==> config.mk <==
export PLATFORM = sky130hd
export DESIGN_NAME = gpi_tally_port_logic
export DESIGN_NICKNAME = d
export VERILOG_FILES = /design/src/gpi_tally_pkg.sv /design/src/gpi_tally_port_logic.sv
export SDC_FILE = /design/constraint.sdc
export NUM_CORES = 1
export LEC_CHECK = 0
export ABC_AREA = 1
export BUFFER_PORTS_ARGS = -buffer_cell sky130_fd_sc_hd__buf_2
export CORE_MARGIN = 2
export CORE_UTILIZATION = 30
export CTS_CLUSTER_DIAMETER = 150
export DETAILED_ROUTE_END_ITERATION = 7
export HOLD_SLACK_MARGIN = 0.02
export PLACE_DENSITY = 0.54
export SLEW_MARGIN = 40
export SYNTH_ARGS = -nofsm -noshare
export SYNTH_HDL_FRONTEND = slang
export SYNTH_SLANG_ARGS = --single-unit
==> constraint.sdc <==
create_clock -name clk_sys -period 10.6 [get_ports clk_sys]
set_input_delay 0.53 -clock clk_sys [delete_from_list [all_inputs] [get_ports clk_sys]]
set_output_delay 0.53 -clock clk_sys [all_outputs]
set_load 0.02 [all_outputs]
==> src/gpi_tally_pkg.sv <==
// How it works
// - Port works as input, output or ANC.
// - Port count is a build parameter.
// - Input pulses under 1 ms are dropped.
// - Falling or rising edge fires function.
// - Edges sampled once per frame, fire once.
// - Level mode acts on both transitions.
// - Active low/high level applies function.
// - Polarity inverts sense for both types.
// - Other command sources override trigger action.
// - Remote trigger fires the port's function.
// - Function none makes the port inert.
// - Every port has its own configuration.
// - Per-port pulse width counted in frames.
// - Manual override forces the port level.
// - Tally asserts when selected input on air.
// - Tally active high or active low.
// - Edge tally pulse ends by 30 frames.
// - Tally at polarity 0 idles high, drives low active.
package gpi_tally_pkg;

  // ---------------------------------------------
  // Port modes and tally pulse states
  // ---------------------------------------------
  typedef enum logic [1:0] {
    FUNC_NONE = 2'h0,
    FUNC_INPUT = 2'h1,
    FUNC_OUTPUT = 2'h2,
    FUNC_ANC = 2'h3
  } func_t;

  typedef enum logic [1:0] {
    TP_IDLE = 2'h0,
    TP_PULSE = 2'h1,
    TP_HOLD = 2'h3
  } tpulse_t;

  // ---------------------------------------------
  // Sizes and timing
  // ---------------------------------------------
  localparam int NUM_PORTS_DEF = 8;
  localparam int ON_AIR_INPUTS = 6;
  localparam int PW_W = 8;
  localparam logic [PW_W-1:0] TALLY_MAX_FRAMES = 8'h1E;
  localparam logic [PW_W-1:0] PULSE_MIN_FRAMES = 8'h01;
  localparam int CLK_FREQ_MHZ = 100;
  localparam int FILTER_TIME_US = 1000;
  localparam int FILTER_CYCLES_DEF = FILTER_TIME_US * CLK_FREQ_MHZ;
  localparam logic PIN_IDLE_LEVEL = 1'h1;

endpackage : gpi_tally_pkg

==> src/gpi_tally_port_logic.sv <==
`timescale 1ns/1ns
module gpi_tally_port_logic #(
  parameter int NUM_PORTS = gpi_tally_pkg::NUM_PORTS_DEF,
  parameter int FILTER_CYCLES = gpi_tally_pkg::FILTER_CYCLES_DEF
) (
  input wire logic clk_sys,
  input wire logic rst,
  input wire logic frame_strobe,
  input wire logic pin_in [NUM_PORTS],
  input wire gpi_tally_pkg::func_t func_sel [NUM_PORTS],
  input wire logic trig_level [NUM_PORTS],
  input wire logic polarity [NUM_PORTS],
  input wire logic [gpi_tally_pkg::PW_W-1:0] pulse_frames [NUM_PORTS],
  input wire logic ovr_en [NUM_PORTS],
  input wire logic ovr_level [NUM_PORTS],
  input wire logic remote_trig [NUM_PORTS],
  input wire logic cmd_valid [NUM_PORTS],
  input wire logic cmd_level [NUM_PORTS],
  input wire logic [gpi_tally_pkg::ON_AIR_INPUTS-1:0] on_air,
  input wire logic [gpi_tally_pkg::ON_AIR_INPUTS-1:0]
    tally_sel [NUM_PORTS],
  output logic pin_out [NUM_PORTS],
  output logic pin_oe [NUM_PORTS],
  output logic fire [NUM_PORTS],
  output logic anc_fire [NUM_PORTS],
  output logic func_state [NUM_PORTS],
  output logic in_level [NUM_PORTS]
);
  import gpi_tally_pkg::*;

  localparam int FCNT_W = $clog2(FILTER_CYCLES + 1);
  localparam logic [FCNT_W-1:0] FILTER_LAST = FCNT_W'(FILTER_CYCLES - 1);
  localparam logic [FCNT_W-1:0] FCNT_ZERO = '0;

  // ---------------------------------------------
  // Helpers
  // ---------------------------------------------
  function automatic logic edge_hit(input logic prev, input logic cur,
                                    input logic rising);
    edge_hit = rising ? (!prev && cur) : (prev && !cur);
  endfunction : edge_hit

  // Sense seen by the function: polarity 0 inverts raw level
  function automatic logic sense(input logic lvl, input logic pol);
    sense = pol ? lvl : !lvl;
  endfunction : sense

  // Width capped at the tally limit, zero treated as one frame
  function automatic logic [PW_W-1:0] pulse_limit(
      input logic [PW_W-1:0] w);
    if (w == '0) begin
      pulse_limit = PULSE_MIN_FRAMES;
    end else if (w > TALLY_MAX_FRAMES) begin
      pulse_limit = TALLY_MAX_FRAMES;
    end else begin
      pulse_limit = w;
    end
  endfunction : pulse_limit

  // ---------------------------------------------
  // State
  // ---------------------------------------------
  logic sync1_reg [NUM_PORTS];
  logic sync1_next [NUM_PORTS];
  logic sync2_reg [NUM_PORTS];
  logic sync2_next [NUM_PORTS];
  logic filt_reg [NUM_PORTS];
  logic filt_next [NUM_PORTS];
  logic [FCNT_W-1:0] fcnt_reg [NUM_PORTS];
  logic [FCNT_W-1:0] fcnt_next [NUM_PORTS];
  logic samp_reg [NUM_PORTS];
  logic samp_next [NUM_PORTS];
  logic lvl_prev_reg [NUM_PORTS];
  logic lvl_prev_next [NUM_PORTS];
  logic fire_next [NUM_PORTS];
  logic anc_fire_next [NUM_PORTS];
  logic state_next [NUM_PORTS];
  logic in_level_next [NUM_PORTS];
  logic act_prev_reg [NUM_PORTS];
  logic act_prev_next [NUM_PORTS];
  tpulse_t tp_reg [NUM_PORTS];
  tpulse_t tp_next [NUM_PORTS];
  logic [PW_W-1:0] pcnt_reg [NUM_PORTS];
  logic [PW_W-1:0] pcnt_next [NUM_PORTS];
  logic pin_out_next [NUM_PORTS];
  logic pin_oe_next [NUM_PORTS];
  logic src_w [NUM_PORTS];
  logic act_w [NUM_PORTS];
  logic armed_reg;
  logic armed_next;

  // ---------------------------------------------
  // Pin sync and glitch filter
  // ---------------------------------------------
  always_comb begin
    armed_next = 1'b1;
    for (int i = 0; i < NUM_PORTS; i++) begin
      sync1_next[i] = pin_in[i];
      sync2_next[i] = sync1_reg[i];
      filt_next[i] = filt_reg[i];
      fcnt_next[i] = FCNT_ZERO;
      // A level must stand a full 1 ms before it is believed
      if (sync2_reg[i] != filt_reg[i]) begin
        if (fcnt_reg[i] == FILTER_LAST) begin
          filt_next[i] = sync2_reg[i];
        end else begin
          fcnt_next[i] = FCNT_W'(fcnt_reg[i] + 1'b1);
        end
      end
    end
  end

  always_ff @(posedge clk_sys or posedge rst) begin
    if (rst) begin
      armed_reg <= 1'b0;
      for (int i = 0; i < NUM_PORTS; i++) begin
        sync1_reg[i] <= PIN_IDLE_LEVEL;
        sync2_reg[i] <= PIN_IDLE_LEVEL;
        filt_reg[i] <= PIN_IDLE_LEVEL;
        fcnt_reg[i] <= FCNT_ZERO;
      end
    end else begin
      armed_reg <= armed_next;
      sync1_reg <= sync1_next;
      sync2_reg <= sync2_next;
      filt_reg <= filt_next;
      fcnt_reg <= fcnt_next;
    end
  end

  // ---------------------------------------------
  // Input trigger
  // ---------------------------------------------
  always_comb begin
    for (int i = 0; i < NUM_PORTS; i++) begin
      logic inp;
      logic lvl;
      logic hit;
      inp = 1'b0;
      lvl = 1'b0;
      hit = 1'b0;
      // Manual override replaces the pin as source
      src_w[i] = ovr_en[i] ? ovr_level[i] : filt_reg[i];
      inp = (func_sel[i] == FUNC_INPUT) ||
            (func_sel[i] == FUNC_ANC);
      lvl = sense(src_w[i], polarity[i]);
      samp_next[i] = frame_strobe ? src_w[i] : samp_reg[i];
      lvl_prev_next[i] = lvl;
      state_next[i] = func_state[i];
      in_level_next[i] = src_w[i];
      if (!inp) begin
        state_next[i] = 1'b0;
      end else if (trig_level[i]) begin
        // Both transitions count; level picks the state
        if (lvl != lvl_prev_reg[i]) begin
          hit = 1'b1;
          state_next[i] = lvl;
        end
      end else begin
        // Only frame strobe looks, so one fire per frame
        hit = frame_strobe &&
              edge_hit(samp_reg[i], src_w[i], polarity[i]);
        if (hit) begin
          state_next[i] = !func_state[i];
        end
      end
      if (inp && remote_trig[i]) begin
        hit = 1'b1;
        if (!trig_level[i]) begin
          state_next[i] = !func_state[i];
        end
      end
      // Serial command wins; holds until next input change
      if (inp && cmd_valid[i]) begin
        hit = cmd_level[i] != func_state[i];
        state_next[i] = cmd_level[i];
      end
      fire_next[i] = hit && (func_sel[i] == FUNC_INPUT);
      anc_fire_next[i] = hit && (func_sel[i] == FUNC_ANC);
    end
  end

  always_ff @(posedge clk_sys or posedge rst) begin
    if (rst) begin
      for (int i = 0; i < NUM_PORTS; i++) begin
        samp_reg[i] <= PIN_IDLE_LEVEL;
        lvl_prev_reg[i] <= 1'b0;
        fire[i] <= 1'b0;
        anc_fire[i] <= 1'b0;
        func_state[i] <= 1'b0;
        in_level[i] <= PIN_IDLE_LEVEL;
      end
    end else begin
      samp_reg <= samp_next;
      lvl_prev_reg <= lvl_prev_next;
      fire <= fire_next;
      anc_fire <= anc_fire_next;
      func_state <= state_next;
      in_level <= in_level_next;
    end
  end

  // ---------------------------------------------
  // Tally output
  // ---------------------------------------------
  always_comb begin
    for (int i = 0; i < NUM_PORTS; i++) begin
      logic outm;
      logic drive;
      outm = func_sel[i] == FUNC_OUTPUT;
      drive = 1'b0;
      act_w[i] = ovr_en[i] ? ovr_level[i]
                           : |(on_air & tally_sel[i]);
      act_prev_next[i] = act_w[i];
      tp_next[i] = tp_reg[i];
      pcnt_next[i] = pcnt_reg[i];
      if (!outm || trig_level[i]) begin
        tp_next[i] = TP_IDLE;
        pcnt_next[i] = '0;
        drive = act_w[i];
      end else begin
        unique case (tp_reg[i])
          TP_IDLE: begin
            if (act_w[i] && !act_prev_reg[i]) begin
              tp_next[i] = TP_PULSE;
              pcnt_next[i] = '0;
            end
          end
          TP_PULSE: begin
            drive = 1'b1;
            // Event end or frame count, whichever first
            if (!act_w[i]) begin
              tp_next[i] = TP_IDLE;
            end else if (frame_strobe) begin
              pcnt_next[i] = PW_W'(pcnt_reg[i] + 1'b1);
              if (pcnt_reg[i] + 1'b1 >=
                  pulse_limit(pulse_frames[i])) begin
                tp_next[i] = TP_HOLD;
              end
            end
          end
          TP_HOLD: begin
            if (!act_w[i]) begin
              tp_next[i] = TP_IDLE;
            end
          end
          default: begin
            tp_next[i] = TP_IDLE;
          end
        endcase
      end
      // Polarity 0 is active low: idle high, low while active
      pin_out_next[i] = outm ? (drive ? polarity[i] : !polarity[i])
                             : PIN_IDLE_LEVEL;
      pin_oe_next[i] = outm;
    end
  end

  always_ff @(posedge clk_sys or posedge rst) begin
    if (rst) begin
      for (int i = 0; i < NUM_PORTS; i++) begin
        act_prev_reg[i] <= 1'b0;
        tp_reg[i] <= TP_IDLE;
        pcnt_reg[i] <= '0;
        pin_out[i] <= PIN_IDLE_LEVEL;
        pin_oe[i] <= 1'b0;
      end
    end else begin
      act_prev_reg <= act_prev_next;
      tp_reg <= tp_next;
      pcnt_reg <= pcnt_next;
      pin_out <= pin_out_next;
      pin_oe <= pin_oe_next;
    end
  end

  // Ports are checked one by one; config never crosses ports
  for (genvar g = 0; g < NUM_PORTS; g++) begin : g_chk

  end
endmodule : gpi_tally_port_logic

Yosys cells after proc, flatten, opt, wreduce, memory -nomap -nowiden
Index checks and enable logic that the tools add are counted.
Word-level totals
  bits in registers: 312
  output and inout port bits: 48
  word-level logic and storage cells: 784
  bits of input ports: 201
Cells by class
  bitwise gates (word level): 8
  mux-type cells: 320
  reductions and logical operators: 184
  order comparisons: 16
  equality and inequality tests: 120
  add/subtract/negate cells: 16
Operators by type and width (number)
  two-way mux 8 bit: 80
  two-way mux 17 bit: 16
  two-way mux 1 bit: 160
  adder 17 x 1 -> 17 bit (second input constant): 8
  == test 17 bit (second input constant): 8
  one-hot mux 8 bit (2 select lines): 8
  two-way mux 2 bit: 48
  != test 3 bit (second input constant): 32
  adder 8 x 1 -> 8 bit (second input constant): 8
  greater-or-equal comparator 8 bit: 8
  > comparator 8 x 5 -> 1 bit (second input constant): 8
  logical AND 1 bit: 64
  logical NOT 8 bit: 8
  != test 4 bit (second input constant): 16
  AND reduction 4 bit: 16
  AND 6 bit: 8
  == test 2 bit (second input constant): 24
  logical NOT 1 bit: 48
  one-hot mux 2 bit (3 select lines): 8
  OR reduction 6 bit: 8
  == test 2 x 1 -> 1 bit (second input constant): 16
  != test 1 bit: 24
  nonzero test 3 bit: 8
  logical NOT 2 bit: 8
  other kinds (2): 24

Longest topological paths before layout
Gate-level depths: netlist of run 1.
  depth in word-level cells: 13
  mapped depth: 19

Worst setup path after synthesis of run 1
No wires, ideal clock.
  path kind: in2reg
  from: input port pulse_frames[24] (netlist bit)
  to: register tp_reg[6] (netlist bit)
  data required time: 10.483 ns
  data arrival time: 1.986 ns
  library setup time: 0.117 ns
  setup slack: 8.498 ns
  stages: 19
  buffers on the path: 0
  cell sequence: nand3_1 o21ai_0 nor2_1 nand2_1 o21ai_0 ha_1 inv_1 nand2_1 nand2_1 nand2_1 nand2_1 nand2_1 nand2_1 nand2_1 nand2_1 nand2_1 nand2_1 nand2_1 nand2_1
Between the ends
  cells in the longest elaborated chain, start to end: 10
  elaborated cells on any way between the ends: 11
  those cells by class: order compare: 2; eq/ne: 1; mux: 6; reduce/logical: 2
Ends and longest elaborated chain
  start: declaration: RTL line gpi_tally_port_logic.sv:13  | input wire logic [gpi_tally_pkg::PW_W-1:0] pulse_frames [NUM_PORTS],
  > comparator 8 x 5 -> 1 bit: RTL line gpi_tally_port_logic.sv:53  | end else if (w > TALLY_MAX_FRAMES) begin
  two-way mux 8 bit: RTL line gpi_tally_port_logic.sv:53
  two-way mux 8 bit (*): RTL line gpi_tally_port_logic.sv:51  | if (w == '0) begin
  two-way mux 8 bit (*): RTL line gpi_tally_port_logic.sv:234  | end else if (frame_strobe) begin
  two-way mux 8 bit (*): RTL line gpi_tally_port_logic.sv:232  | if (!act_w[i]) begin
  two-way mux 8 bit (*): RTL line gpi_tally_port_logic.sv:222  | unique case (tp_reg[i])
  two-way mux 8 bit (*): RTL line gpi_tally_port_logic.sv:217  | if (!outm || trig_level[i]) begin
  greater-or-equal comparator 8 bit (*): RTL line gpi_tally_port_logic.sv:236  | if (pcnt_reg[i] + 1'b1 >=
  != test 4 bit (no source line) (*)
  AND reduction 4 bit (no source line) (*)
  end signal: assignment: RTL line gpi_tally_port_logic.sv:270  | tp_reg <= tp_next;
  end: declaration: RTL line gpi_tally_port_logic.sv:81  | tpulse_t tp_reg [NUM_PORTS];
Every way passes the cells marked *; elsewhere a longest branch is shown, timed or not. The select of a mux whose other input is x is not followed.
A chain may end at the register's enable or synchronous reset.

Worst setup path after layout of run 1
  from: register pcnt_reg[8] (netlist bit)
  to: register tp_reg[2] (netlist bit)
Between the ends
  cells in the longest elaborated chain, start to end: 4
Ends and longest elaborated chain
  start: declaration: RTL line gpi_tally_port_logic.sv:83  | logic [PW_W-1:0] pcnt_reg [NUM_PORTS];
  start signal: assignment: RTL line gpi_tally_port_logic.sv:271  | pcnt_reg <= pcnt_next;
  adder 8 x 1 -> 8 bit: RTL line gpi_tally_port_logic.sv:236
  greater-or-equal comparator 8 bit: RTL line gpi_tally_port_logic.sv:236
  != test 4 bit (no source line)
  AND reduction 4 bit (no source line)
Every way passes these cells.

==> impl_results.md, run 1 <==
* Setup Buffers After CTS at 0
* Critical Path RT at 11.03 ns
* Period utilization at 22.1%
* Crit start category: flip-flop
* Outcome: finished, final reports clean
* Synth unique cells at 53
* Yosys top cell by area: dfrtp_1
* Vias per Instance at 4.58
* Drt pass-1 iters at 5
* Antenna violations before repair at 5
* Hold_buf cts at 1
* Post-DP HPWL at 38.5 mm
* IO Pins at 249
* RSZ-0062 raised after global routing: false
* Worst EP arrival at 2.77 ns
* Clock skew at 0.0117 ns
* Share of layout cells above drive strength 1 at 16.2%
* Post-layout minimum cycle time at 2.34 ns
* Total GRT Usage at 15.2%
* Worst vdd ir at 67.0 µV
* Slew headroom at 46.1%
* Inserted Diodes at 0
* Layout Nets at 3257
* Final Hold Fails at 0
* Pwr dens at 127 mW/mm²
* Leakage at 11.9 nW
* EDFF count, synth at 0
* Tightest Hold Check Type: input pin to flip-flop
* Vias in the first global route at 16811
* CTS max path bufs at 3
* Post-CTS Resized at 0
* Die X-Extent at 260 µm
* WS Path Type: flip-flop to flip-flop
* Die area at 0.0675 mm²
* Top_reg_cell synth: dfrtp_1
* CTS tree: yes
* DRC errors left at 0
* Total Routed Length at 50.6 mm
* Clock sink total at 312
* Vias at 17692
* Largest net degree at the start of global routing at 133
* Flops & latches, synth at 312
* Max reg flops at 136
* Wirelength per Cell at 13.1 µm
* Post-synth top cells: 721 x nand2_1, 358 x nor2_1, 331 x inv_1
* Register area share after synthesis at 40.1%
* Max cap viols at 0
* Layout Utilization at 36.2%
* Mapped Cells at 2670
* Worst skew pair latency at 0.55 ns
* Worst-Margin Slew at 0.809 ns
* Mapped Area at 0.0196 mm²
* Setup tns final at 0 ns
* Avg Cell Area, Syn at 7.35 µm²
* Starting Density at 30.4%
* Area Overhead vs Synth at 19.3%
* Core Box Area at 0.0646 mm²
* Endpoints failing setup at 0
* Ys async rst share at 100%
* Routability Congestion at 0.866
* Clock root buffer: clkbuf_16
* Max-slew violations at 0
* First-pass GRT wire length at 84.1 mm
* Clock-pin slew on the worst setup and hold paths at 0.05 ns
* Total gr overflow at 0
* Max frequency at 0.427 GHz
* Critical Path Sink Type: flip-flop
* Remaining antenna violation count at 0
* Count leader, synth: nand2_1
* Row Count at 93
* Largest cells by area after synthesis: dfrtp_1 34%, nand2_1 14%, nor2_1 6.8%
* Crit-path max FO at 5
* CTS H-tree depth at 2
* Total CTS buffers at 41
* Synth top area share at 33.7%
* First-iteration detailed-routing DRC count at 941
* Synth Warn # at 0
* DIE HEIGHT at 260 µm
* Port bufs at 248
-- worst max-delay path: stages, from the launching register on --
cell and delay (ns):
dfrtp_1 0.41, nand3_1 0.16, nor3_1 0.29, nand2_1 0.11
xor2_1 0.20, inv_1 0.07, ha_1 0.29, nand2_1 0.07
nor2_1 0.14, nand4_1 0.10, nand3_1 0.12, nor2_1 0.06
o21ai_0 0.16, nand2_1 0.06
-- placed cells by master (no fill, tap or decap), drive strengths merged, types with 10 or more instances in the layout --
| cell | count |
|---|---|
| inv | 352 |
| nand3b | 18 |
| ha | 80 |
| nor3b | 17 |
| dfrtp | 264 |
| clkinv | 10 |
| nand3 | 209 |
| xor2 | 78 |
| nand2 | 743 |
| dfstp | 48 |
| nor4 | 49 |
| o21ai | 85 |
| buf | 252 |
| clkbuf | 63 |
| or2 | 15 |
| conb | 24 |
| a21oi | 76 |
| nand4 | 100 |
| xnor2 | 20 |
| nor3 | 74 |
| nor2 | 385 |
-- logic make-up (layout without fill, tap and decap cells) --
family | after synthesis | in the layout | synth area share [%]
AND/OR/NAND/NOR | 1618 | 1618 | 37.4
buffers and inverters | 370 | 683 | 7.34
adder cells (fa/ha/maj) | 80 | 80 | 5.10
XOR/XNOR | 98 | 98 | 4.37
flip-flops | 312 | 312 | 40.1
AO/OA/AOI/OAI | 191 | 191 | 5.70
other | 1 | 24 | 0.0191
-- report_power, final --
group	switching [mW]	total (mW)	internal, mW	leakage [nW]
Combinational	0.193	0.291	0.0977	7.12
Clock	0.538	1.44	0.903	0.692
Sequential	0.0209	1.25	1.23	4.09
Total	0.752	2.98	2.23	11.9
-- stage by stage --
stage / worst slack, ns / area (µm²) / hold WS [ns] / total power [mW] / std cells
after floorplan: 1.52 / 19700 / 0.345 / 1.45 / 2693
after global placement: 7.63 / 22000 / 0.346 / 1.57 / 3786
after detailed placement: 8.14 / 22000 / 0.348 / 1.57 / 3787
after CTS: 8.24 / 23400 / 0.0323 / 3.05 / 3861
after global routing: 7.94 / 23400 / 0.0365 / 3.14 / 3861
final: 8.26 / 23400 / 0.0768 / 2.98 / 3861
-- metal layers --
layer	global-route usage (%)	routed length [µm]
met4	3.46	995
met5	0	24
met3	3.00	2560
met2	24.7	22400
met1	20.7	24600
-- worst paths after layout --
path / startpoint / endpoint / cells after the start / slack, ns
setup / recovery: pcnt_reg[8]$_DFFE_PP0P_ / tp_reg[2]$_DFFE_PP0P_ / 13 / 8.26
hold / removal: pin_in[2] / sync1_reg[2]$_DFF_PP1_ / 1 / 0.08
setup reg to reg: pcnt_reg[8]$_DFFE_PP0P_ / tp_reg[2]$_DFFE_PP0P_ / 13 / 8.26
hold reg to reg: sync1_reg[4]$_DFF_PP1_ / sync2_reg[4]$_DFF_PP1_ / 0 / 0.36
max in group asynchronous: rst / pcnt_reg[18]$_DFFE_PP0P_ / 5 / 8.35
min in group asynchronous: rst / fire[4]$_DFF_PP0_ / 3 / 0.54
-- cell type report --
| type | instances | area [µm²] |
|---|---|---|
| clock buffers | 63 | 1250 |
| clock inverters | 10 | 153 |
| fillers | 6874 | 41200 |
| inverters | 357 | 1350 |
| multi-input cells | 2011 | 10400 |
| flip-flops and latches | 312 | 7870 |
| well taps | 855 | 1070 |
| repair buffers | 253 | 1320 |
No activity file was read; power rests on OpenSTA's default activity.
==> run 2: changes to the inputs <==
- clock period: 10.6 -> 2.25 ns (I/O delays scaled with it)
==> run 2 against run 1 <==
  * Count of clock-buffer cells in the layout rose by 8
  * Clock power grew to 4.9 times the previous value
  * Critical path type unchanged
  * Sequential cell count stayed put
  * Clock skew is 0.0064 ns higher
  * Highest routed layer unchanged
  * Sequential share of layout area shrank 2.3 points
  * Die area stayed put
  * Setup slack lost 8.1 ns
  * Wire length rose by 4.0%
  * First-iteration DRC count up 3.1%
  * Sequential power rose to 4.7 times the previous value
  * Critical endpoint is now tp_reg[0]$_DFFE_PP0P_
  * Cell count increased by 3.9%
==> impl_results.md, run 2 (synthesis results as in run 1) <==
* DIE HEIGHT at 260 µm
* Clock sink total at 312
* Core Box Area at 0.0646 mm²
* Vias per Instance at 4.55
* Most frequent cells in the layout: 709 x nand2_1, 344 x nor2_1, 327 x inv_1, 259 x dfrtp_1, 248 x buf_2
* Share of layout cells above drive strength 1 at 18.5%
* Drt pass-1 iters at 7
* Crit-path max FO at 5
* Total CTS buffers at 42
* Clock-pin slew on the worst setup and hold paths at 0.06 ns
* Starting Density at 30.4%
* Post-layout minimum cycle time at 2.13 ns
* Post-DP HPWL at 39.1 mm
* Total Routed Length at 52.6 mm
* Total GRT Usage at 15.4%
* Most common cell after layout, fill and taps aside: nand2_1
* Tightest Hold Check Type: input pin to flip-flop
* IO Pins at 249
* Sw frac at 25.2%
* RR Startpoint: pcnt_reg[0]$_DFFE_PP0P_
* Critical Path RT at 2.71 ns
* Max-slew violations at 0
* Layout Utilization at 38.9%
* Total gr overflow at 0
* Leakage at 12.6 nW
* Port bufs at 248
* Clock root buffer: clkbuf_16
* Max frequency at 0.470 GHz
* DRC errors left at 0
* Worst r2r path cells at 15
* Outcome: finished, final reports clean
* Slew headroom at 66.5%
* CTS tree: yes
* Comb power frac at 11.1%
* Antenna violations before repair at 8
* Worst-Margin Slew at 0.497 ns
* Post-Place Setup Slack at 0.0551 ns
* Routability Congestion at 0.860
* Vias at 18254
* Clock skew at 0.0181 ns
* Seq pwr share at 40.5%
* Period utilization at 94.5%
* Hold wc startpoint: ovr_en[7]
* Largest net degree at the start of global routing at 127
* CTS max path bufs at 3
* Worst hold slack at 0.0634 ns
* Worst vdd ir at 439 µV
* Final worst slack at 0.124 ns
* Final Hold Fails at 0
* Area Overhead vs Synth at 28.0%
* P_sw at 3.66 mW
* Int Power at 10.9 mW
* CTS H-tree depth at 2
* Crit start category: flip-flop
* Endpoints failing setup at 0
* Placed instance area at 0.0221 mm²
* Setup slack on the worst flop-to-flop path at 0.12 ns
* Die X-Extent at 260 µm
* First-pass GRT wire length at 85.6 mm
* Layout Nets at 3402
* Worst r2r dst: tp_reg[0]$_DFFE_PP0P_
* Layout fillers at 6653
* Register area at 0.00787 mm²
* Critical Path Sink Type: flip-flop
* Pwr dens at 579 mW/mm²
* Worst EP arrival at 2.59 ns
* Die area at 0.0675 mm²
* Hold depth at 5
* Row Count at 93
* Worst skew pair latency at 0.58 ns
* Area of the multi-input gates at 0.0107 mm²
* Tot Pwr at 14.5 mW
* Remaining antenna violation count at 0
* Clk pwr share at 48.4%
* Wirelength per Cell at 13.1 µm
* Max reg flops at 136
* Design area at 0.0251 mm²
* Vias in the first global route at 17417
* First-iteration detailed-routing DRC count at 970
* Worst hold endpoint: samp_reg[7]$_DFFE_PP1P_
* Max cap viols at 0
* WS Path Type: flip-flop to flip-flop
* CP Launch Point: pcnt_reg[0]$_DFFE_PP0P_
-- run 2: how the worst max path moves through the flow --
stage,to,slack (ns),cells after the start
after floorplan,act_prev_reg[0]$_DFF_PP0_,-1.98,1
after global placement,tp_reg[2]$_DFFE_PP0P_,0.09,14
after detailed placement,tp_reg[8]$_DFFE_PP0P_,0.06,15
after CTS,tp_reg[5]$_DFFE_PP0P_,0.03,15
after global routing,tp_reg[0]$_DFFE_PP0P_,-0.07,15
final,tp_reg[0]$_DFFE_PP0P_,0.12,15
-- run 2: power groups by stage --
| stage | clock, mW | sequential, mW | combinational [mW] |
|---|---|---|---|
| after CTS | 7.32 | 5.89 | 1.60 |
| after global placement | 0 | 5.99 | 1.42 |
| final | 7.04 | 5.89 | 1.61 |
| after detailed placement | 0 | 5.99 | 1.42 |
| after global routing | 7.56 | 5.91 | 1.82 |
| after floorplan | 0 | 6.04 | 0.783 |
-- run 2: layout make-up --
class                      instances  share of cell area [%]
tap                              855                    4.26
clock buffer                      71                    5.43
multi-input combinational       2011                    42.4
timing repair buffer             397                    10.8
clock inverter                     6                   0.418
inverter                         357                    5.35
antenna                            1                 0.00996
sequential                       312                    31.3
-- run 2: routing by layer --
metal  global-route usage, %  vias to the layer above  share of wire [%]
li1                        -                     9557                  -
met4                    3.34                        6                1.7
met1                    20.6                     8252                 48
met2                    25.7                      373                 45
met3                    3.08                       66                5.3
met5                       0                        -              0.057
-- run 2: repair_timing --
action	4_1_cts	5_1_grt
resized for setup	0	69
endpoints found under the setup margin	0	29
hold buffers	112	0
hold endpoints to repair	220	0
buffers inserted	0	20
-- run 2: worst max-delay path, stage by stage (launching register included) --
cell and delay, ns:
dfrtp_1 0.42, ha_1 0.23, nand2_1 0.07, inv_1 0.06
nand4_1 0.10, xor2_1 0.18, inv_1 0.06, ha_1 0.31
nand2_4 0.06, o21a_1 0.17, nand2_1 0.05, nor2_1 0.04
nand3_1 0.10, nand2_1 0.07, nand2_1 0.05, nand2_1 0.04
-- run 2: stage by stage --
step | std cells | TNS, ns
finish | 4010 | 0
global route | 4009 | -0.176
CTS | 3990 | 0
detailed placement | 3801 | 0
global placement | 3801 | 0
floorplan | 2693 | -564.01
